File: src/hdl/otp_pkg.sv
// Package for the option timer and prescaler block: register indices, field
// positions, reset values and the shared carrier types.
// Assumes a plain register port with byte-wide data and a small index address.
package otp_pkg;

    // Register indices on the plain register port.
    localparam logic [1:0] OTP_ADDR_OPTION = 2'h0;
    localparam logic [1:0] OTP_ADDR_COUNT  = 2'h1;
    localparam logic [1:0] OTP_ADDR_IRQ    = 2'h2;
    localparam logic [1:0] OTP_ADDR_SENSE  = 2'h3;

    // Option register field positions.
    localparam int OTP_OPT_PULLUP_DIS = 7;
    localparam int OTP_OPT_IRQ_EDGE   = 6;
    localparam int OTP_OPT_CLK_SRC    = 5;
    localparam int OTP_OPT_SRC_EDGE   = 4;
    localparam int OTP_OPT_PS_ASSIGN  = 3;
    localparam int OTP_OPT_RATE_HI    = 2;

    // Interrupt control field positions.
    localparam int OTP_IRQ_GLOBAL_EN  = 7;
    localparam int OTP_IRQ_PERIPH_EN  = 6;
    localparam int OTP_IRQ_TMR_EN     = 5;
    localparam int OTP_IRQ_EXT_EN     = 4;
    localparam int OTP_IRQ_PORT_EN    = 3;
    localparam int OTP_IRQ_TMR_FLAG   = 2;
    localparam int OTP_IRQ_EXT_FLAG   = 1;
    localparam int OTP_IRQ_PORT_FLAG  = 0;

    // Sensing control: bit 0 picks the sensing oscillator as external source.
    localparam int OTP_SNS_EXT_PICK   = 0;
    localparam logic [7:0] OTP_SNS_MASK = 8'h8d;

    // Reset values.
    localparam logic [7:0] OTP_OPTION_RESET = 8'hff;
    localparam logic [7:0] OTP_IRQ_RESET    = 8'h00;
    localparam logic [7:0] OTP_SENSE_RESET  = 8'h00;
    localparam logic [7:0] OTP_COUNT_RESET  = 8'h00;

    // Register port request.
    typedef struct packed {
        logic [1:0] addr;
        logic [7:0] wdata;
        logic       wr;
        logic       rd;
    } otp_req_t;

    // Pins sampled from outside the clock domain.
    typedef struct packed {
        logic       count_pin;
        logic       sense_osc;
        logic       ext_irq_pin;
        logic       sleep;
    } otp_pins_t;

endpackage

File: src/hdl/otp_timer.sv
// Option control, 8-bit timer and shared prescaler with watchdog tick output.
// Assumes pins arrive asynchronously and the register master follows the
// one-cycle strobe protocol with read data returned the cycle after.
//
// How it works
// RL1 - A set pull-up disable bit turns all port-B pull-ups off, otherwise each follows its latch.
// RL2 - The edge select bit picks rising (1) or falling (0) external interrupt edge to set its flag.
// RL3 - The clock source bit counts external pin or sensing oscillator edges, else the instruction clock.
// RL4 - With the prescaler on the timer, rate codes 0 to 7 divide by 2 up to 256.
// RL5 - With the prescaler on the watchdog, rate codes 0 to 7 divide by 1 up to 128.
// RL6 - Every reset loads the option register with all ones.
// RL7 - The timer does not count while the device sleeps.
// RL8 - Interrupt control keeps timer enable in bit 5 and overflow flag in bit 2, both reset to zero.
// RL9 - The source edge bit counts falling pin edges when set and rising edges when clear.
// RL10 - Prescaler assign set routes the prescaler to the watchdog, clear to the timer.
`timescale 1ns/1ns

module otp_timer #(
    parameter int QUARTER = 4
) (
    input  wire logic               clk,
    input  wire logic               resetn,
    input  wire otp_pkg::otp_req_t  req,
    input  wire otp_pkg::otp_pins_t pins,
    input  wire logic               wdt_tick_in,
    input  wire logic [7:0]         port_latch,
    output logic [7:0]              rdata,
    output logic [7:0]              pullup_en,
    output logic                    wdt_tick,
    output logic                    irq
);
    import otp_pkg::*;

    // Elaboration check: the phase counter is eight bits wide, so the divider
    // has to fit in it and cannot be zero.
    if (QUARTER < 1 || QUARTER > 255) begin
        $error("QUARTER out of range");
    end

    typedef struct packed {
        logic [7:0] option;
        logic [7:0] count;
        logic [7:0] irqc;
        logic [7:0] sense;
        logic [7:0] prescale;
        logic [7:0] quarter;
        logic [3:0] sync1;
        logic [3:0] sync2;
        logic [3:0] last;
        logic       wdt_s1;
        logic       wdt_s2;
        logic       wdt_last;
        logic [7:0] rdata;
        logic [7:0] pullup_en;
        logic       wdt_tick;
        logic       irq;
    } otp_state_t;

    otp_state_t st;
    otp_state_t next_st;

    // Terminal count of the prescaler for a rate code; the watchdog side is half.
    function automatic logic [7:0] rate_mask(input logic [2:0] code, input logic to_wdt);
        logic [8:0] full;
        full = 9'h002 << code;
        rate_mask = to_wdt ? 8'(full[8:1] - 8'h01) : 8'(full - 9'h001);
    endfunction

    // Whole next state in one place; synchronisers are read only through sync2.
    always_comb begin
        logic       src_tick;
        logic       ext_edge;
        logic       pin_now;
        logic       pin_was;
        logic       inc;
        logic       wdt_edge;
        logic       set_tmr;
        logic       set_ext;
        logic [7:0] mask;
        // Every local starts from a known value so no path leaves one unset.
        src_tick = 1'b0;
        ext_edge = 1'b0;
        pin_now  = 1'b0;
        pin_was  = 1'b0;
        inc      = 1'b0;
        wdt_edge = 1'b0;
        set_tmr  = 1'b0;
        set_ext  = 1'b0;
        mask     = 8'h00;
        next_st = st;
        next_st.sync1 = {pins.count_pin, pins.sense_osc, pins.ext_irq_pin, pins.sleep};
        next_st.sync2 = st.sync1;
        next_st.last  = st.sync2;
        next_st.wdt_s1 = wdt_tick_in;
        next_st.wdt_s2 = st.wdt_s1;
        next_st.wdt_last = st.wdt_s2;
        next_st.wdt_tick = 1'b0;

        // External source is the pin or the sensing oscillator.
        pin_now = st.sense[OTP_SNS_EXT_PICK] ? st.sync2[2] : st.sync2[3];
        pin_was = st.sense[OTP_SNS_EXT_PICK] ? st.last[2] : st.last[3];
        ext_edge = st.option[OTP_OPT_SRC_EDGE] ? (pin_was & ~pin_now)   // RL9
                                               : (~pin_was & pin_now);
        // Instruction clock is the system clock divided by QUARTER, four by default.
        next_st.quarter = (st.quarter == 8'(QUARTER - 1)) ? 8'h00 : 8'(st.quarter + 8'h01);
        src_tick = st.option[OTP_OPT_CLK_SRC] ? ext_edge                   // RL3
                                              : (st.quarter == 8'h00);
        // Sleep stops the timer source only; the watchdog side keeps its own tick.
        if (st.sync2[0]) begin
            src_tick = 1'b0;                                               // RL7
        end

        // Shared prescaler: clocked by the timer source or the watchdog tick.
        wdt_edge = st.wdt_s2 & ~st.wdt_last;
        // A rate change does not clear the prescaler; the compare below lets an
        // over-range phase wrap on the next tick instead of running on to 255.
        mask = rate_mask(st.option[OTP_OPT_RATE_HI:0], st.option[OTP_OPT_PS_ASSIGN]);
        inc = 1'b0;
        if (st.option[OTP_OPT_PS_ASSIGN]) begin                            // RL10
            inc = src_tick;
            if (wdt_edge) begin                                            // RL5
                if (st.prescale >= mask) begin
                    next_st.prescale = 8'h00;
                    next_st.wdt_tick = 1'b1;
                end else begin
                    next_st.prescale = 8'(st.prescale + 8'h01);
                end
            end
        end else begin
            next_st.wdt_tick = wdt_edge;
            if (src_tick) begin                                            // RL4
                if (st.prescale >= mask) begin
                    next_st.prescale = 8'h00;
                    inc = 1'b1;
                end else begin
                    next_st.prescale = 8'(st.prescale + 8'h01);
                end
            end
        end

        // Timer count; the step from ff to 00 raises the timer flag.
        set_tmr = inc && st.count == 8'hff;
        if (inc) begin
            next_st.count = 8'(st.count + 8'h01);
        end

        // External interrupt edge on the synchronised pin.
        set_ext = st.option[OTP_OPT_IRQ_EDGE] ? (st.sync2[1] & ~st.last[1])  // RL2
                                              : (~st.sync2[1] & st.last[1]);

        // Register writes; hardware flag sets win over a software clear.
        // A count write also clears the prescaler so the next period starts whole.
        if (req.wr) begin
            if (req.addr == OTP_ADDR_OPTION) begin
                next_st.option = req.wdata;
            end else if (req.addr == OTP_ADDR_COUNT) begin
                next_st.count = req.wdata;
                next_st.prescale = 8'h00;
            end else if (req.addr == OTP_ADDR_IRQ) begin
                next_st.irqc = req.wdata;
            end else if (req.addr == OTP_ADDR_SENSE) begin
                next_st.sense = req.wdata & OTP_SNS_MASK;
            end
        end
        if (set_tmr) begin
            next_st.irqc[OTP_IRQ_TMR_FLAG] = 1'b1;                         // RL8
        end
        if (set_ext) begin
            next_st.irqc[OTP_IRQ_EXT_FLAG] = 1'b1;
        end

        // Read data stands the cycle after the read strobe only.
        next_st.rdata = 8'h00;
        if (req.rd) begin
            if (req.addr == OTP_ADDR_OPTION) begin
                next_st.rdata = st.option;
            end else if (req.addr == OTP_ADDR_COUNT) begin
                next_st.rdata = st.count;
            end else if (req.addr == OTP_ADDR_IRQ) begin
                next_st.rdata = st.irqc;
            end else begin
                next_st.rdata = st.sense;
            end
        end

        // Registered outputs: pull-up enables lag the port latch by one cycle, and
        // the request line is a plain level that follows enables and flags.
        next_st.pullup_en = st.option[OTP_OPT_PULLUP_DIS] ? 8'h00 : port_latch; // RL1
        next_st.irq = st.irqc[OTP_IRQ_GLOBAL_EN] &
                      ((st.irqc[OTP_IRQ_TMR_EN] & st.irqc[OTP_IRQ_TMR_FLAG]) |
                       (st.irqc[OTP_IRQ_EXT_EN] & st.irqc[OTP_IRQ_EXT_FLAG]) |
                       (st.irqc[OTP_IRQ_PORT_EN] & st.irqc[OTP_IRQ_PORT_FLAG]));

        if (!resetn) begin
            next_st = '0;
            next_st.option = OTP_OPTION_RESET;                             // RL6
            next_st.irqc = OTP_IRQ_RESET;                                  // RL8
            next_st.sense = OTP_SENSE_RESET;
            next_st.count = OTP_COUNT_RESET;
            // The edge history keeps following the pins through reset, so a pin that
            // idles high is not taken for a fresh edge once reset lifts.
            next_st.sync1    = {pins.count_pin, pins.sense_osc, pins.ext_irq_pin, pins.sleep};
            next_st.sync2    = st.sync1;
            next_st.last     = st.sync2;
            next_st.wdt_s1   = wdt_tick_in;
            next_st.wdt_s2   = st.wdt_s1;
            next_st.wdt_last = st.wdt_s2;
        end
    end

    // Single state register; reset is folded into the next-state logic.
    always_ff @(posedge clk) begin
        st <= next_st;
    end

    // Every output comes straight from the state register.
    assign rdata     = st.rdata;
    assign pullup_en = st.pullup_en;
    assign wdt_tick  = st.wdt_tick;
    assign irq       = st.irq;

endmodule

File: config.mk
export PLATFORM = sky130hd
export DESIGN_NAME = otp_timer
export DESIGN_NICKNAME = d
export VERILOG_FILES = /design/src/hdl/otp_pkg.sv /design/src/hdl/otp_timer.sv
export SDC_FILE = /design/constraint.sdc
export NUM_CORES = 1
export LEC_CHECK = 0
export BUFFER_PORTS_ARGS = -buffer_cell sky130_fd_sc_hd__buf_2
export CAP_MARGIN = 40
export CELL_PAD_IN_SITES_DETAIL_PLACEMENT = 0
export CELL_PAD_IN_SITES_GLOBAL_PLACEMENT = 1
export CORE_UTILIZATION = 40
export DETAILED_ROUTE_END_ITERATION = 8
export PLACE_DENSITY = 0.78
export SLEW_MARGIN = 10
export SYNTH_ARGS = -nofsm -noshare
export SYNTH_HDL_FRONTEND = slang
export SYNTH_SLANG_ARGS = --single-unit
File: constraint.sdc
create_clock -name clk -period 3.9 [get_ports clk]
set_input_delay 0.585 -clock clk [delete_from_list [all_inputs] [get_ports clk]]
set_output_delay 0.585 -clock clk [all_outputs]
set_load 0.02 [all_outputs]
==> results.py <==
metrics = {
    "timing": {
        "slew-limit-headroom_pct": 56.1,
        "final.period_utilization_pct": 70.4,
        "setup_viol": 0,
        "worst_pin_slew_ps": 659,
        "rsz0062_at_grt": "no",
        "hold_violations": 0,
        "tns_ps": 0,
        "fmax_mhz": 364,
        "whs_ps": 328,
        "slew_viol_final": 0,
        "finClkSkew_ps": 9.93,
        "min_period_ps": 2750,
    },
    "power_and_ir_drop": {
        "vdd_ir_drop_max_v": 0.000271,
        "power_density_nw_per_um2": 419,
        "p_leak_nw": 1.61,
    },
    "detailed_routing": {
        "firstDrtPassIters": 6,
        "avgViaCountPerCell": 5.22,
        "vias": 2760,
        "wire_per_inst_um": 14.0,
        "drcViolationCount": 0,
        "ant_nets": 0,
        "totalWireLength_um": 7410,
        "first_iter_violations": 108,
    },
    "clock_network": {
        "cts_tree": "done",
        "cts_root_buf": "clkbuf_8",
        "cts-htree-levels": 3,
        "clk_latency_ps": 350,
        "cts_resized": 0,
        "numCtsBuffers": 9,
        "post_cts_buffers": 0,
        "cts_hold_buffers": 0,
        "clockBufferDepth": 2,
        "clk_pin_slew_ps": 80,
        "numClockSinks": 76,
    },
    "synthesis": {
        "syn_nets": 440,
        "postSynthAreaPerCell_um2": 8.85,
        "yosysWarnings": 0,
        "seq_area_frac_synth_pct": 43.3,
        "ys.flop_type": "dfxtp_1",
        "synthesis.area_um2": 3510,
        "synth-edff-count": 0,
        "synthArstFlopShare_pct": 0,
        "ys_ff_latch": 76,
        "synth_cell_types": 52,
        "synth_cells": 397,
    },
    "worst_setup_path": {
        "cp-start-kind": "register",
        "ff2ff_setup_slack_ps": 1150,
        "cp_max_fo": 9,
        "r2r-start": "st[76]$_SDFFE_PN1P_",
        "crit_path_end_kind": "register",
        "critical_path_required_ps": 4170,
        "slowest_stage": "dfxtp_1",
        "r2r_end": "st[41]$_SDFF_PN0_",
        "worstPathArrival_ps": 3020,
        "worstPathCellList": "nand2b_1 > or3_1 > ha_1 > a31oi_1 > and2b_2 > o211ai_1 > and2_1 > nand2b_4 > o31ai_1",
        "slowest_delay_ps": 440,
        "path_class": "reg -> reg",
        "reg2regPathDepth": 9,
    },
    "run": {
        "cap_violations": 0,
    },
    "finish": {
        "fin_util_pct": 46.7,
        "fillCellCount": 844,
        "diodes": 0,
        "nets": 462,
        "layout-drive-gt1-share_pct": 19.1,
        "fin_area_um2": 3900,
        "syn_to_final_growth_pct": 11.0,
    },
    "min_path": {
        "min_path_cells": 1,
        "holdCritStartpoint": "pins[0]",
        "hold_path_end": "st[29]$_DFF_P_",
        "hold_class": "in -> reg",
    },
    "global_route": {
        "grt_usage_pct": 17.1,
        "grt_overflow": 0,
        "grt_pass1_vias": 2464,
        "antenna_found_initial": 0,
        "grt_pass1_wl_um": 11800,
        "grt_max_degree": 37,
    },
    "die": {
        "core_um2": 8340,
        "die_area_um2": 9160,
        "die_w_um": 95.7,
        "start_util_pct": 42.1,
        "num_rows": 33,
        "die_h_um": 95.7,
        "io_pins": 45,
    },
    "place": {
        "dp_hpwl_um": 5400,
        "dpl_cell_area_um2": 3680,
        "globalplace.congestion": 0.832,
        "port_buffers": 44,
    },
    "run_status": {
        "status": "finished, final reports clean",
    },
}
-- per-stage QoR --
stage	setup slack, ps	power [mW]	cells
after floorplan	1370	0.946	397
after global placement	1210	0.987	513
after detailed placement	1200	0.989	513
after CTS	1150	1.65	529
after global routing	906	1.71	529
final	1150	1.64	529
-- routing by layer --
metal | global-route usage [%] | wire length [µm] | share of wire (%)
met5 | 0 | 0 | 0
met4 | 5.10 | 82 | 1.1
met3 | 5.69 | 532 | 7.2
met2 | 25.4 | 3280 | 44
met1 | 23.4 | 3510 | 47
-- cell usage in the layout, fill, tap and decap left out, types with 14 or more instances in the layout --
cell	synthesis	final
nand2_1	40	40
buf_2	1	44
nand3_1	20	20
inv_1	14	14
nor2_1	34	34
dfxtp_1	76	76
a21oi_1	31	31
nor2b_1	16	16
ha_1	16	16
mux2i_1	15	15
-- Yosys cell counts, drive strengths merged, types with 3 or more instances --
library cell | number | area, µm²
dfxtp | 76 | 1520
nand2 | 40 | 150
nor2 | 34 | 128
a21oi | 31 | 155
nand3 | 20 | 100
buf | 19 | 133
ha | 16 | 200
nor2b | 16 | 100
mux2i | 15 | 150
clkbuf | 14 | 52.6
inv | 14 | 52.6
and2 | 12 | 75.1
o21ai | 11 | 55.1
or3 | 9 | 57.6
a31oi | 8 | 62.6
o22ai | 6 | 37.5
and2b | 5 | 43.8
xor2 | 5 | 43.8
and3 | 4 | 26.3
a211oi | 3 | 22.5
nand2b | 3 | 26.3
o31ai | 3 | 22.5
or2 | 3 | 18.8
-- power by group --
| group | switching, mW | internal, mW | leakage [nW] |
|---|---|---|---|
| sequential | 0.0252 | 0.805 | 0.622 |
| combinational | 0.0804 | 0.0597 | 0.876 |
| clock | 0.302 | 0.363 | 0.110 |
| total | 0.407 | 1.23 | 1.61 |
-- sequential cells by signal, summed over array words and instances, names as in the netlist --
name and cells:
irq 1, wdt_tick 1, st 58, pullup_en 8, rdata 8
-- cell families after synthesis --
family                     Yosys count  synth area share (%)
xor gates and xnor gates             7                  1.75
adders and majority gates           16                  5.70
muxes                               16                  4.92
AOI/OAI and AO/OA                   74                  13.2
DFF                                 76                  43.3
buffers and inverters               48                  7.05
and+or+nand+nor                    160                  24.1
-- worst max-delay path by stage --
stage | startpoint | slack, ps | to | cells after the start
after floorplan | st[74]$_SDFFE_PN1P_ | 1370 | st[41]$_SDFF_PN0_ | 10
after global placement | req[10] | 1210 | st[48]$_SDFF_PN0_ | 9
after detailed placement | st[76]$_SDFFE_PN1P_ | 1200 | st[41]$_SDFF_PN0_ | 9
after CTS | st[76]$_SDFFE_PN1P_ | 1150 | st[41]$_SDFF_PN0_ | 9
after global routing | st[76]$_SDFFE_PN1P_ | 910 | st[41]$_SDFF_PN0_ | 9
final | st[76]$_SDFFE_PN1P_ | 1150 | st[41]$_SDFF_PN0_ | 9
-- area by class of cell --
type | instances | area, µm² | share of cell area [%]
clock buffers | 9 | 124 | 3.18
clock inverters | 7 | 98.8 | 2.54
inverters | 14 | 52.6 | 1.35
multi-input cells | 273 | 1740 | 44.7
flip-flops and latches | 76 | 1520 | 39.0
well taps | 105 | 131 | 3.37
repair buffers | 45 | 228 | 5.84
-- critical path: cells and delay by family, from the launching register on --
kind / cells / cell delay, ps
simple gates: 5 / 1260
compound gates: 3 / 680
flops: 1 / 440
fa+ha+maj: 1 / 280
Power figures use the tool's default switching activity.
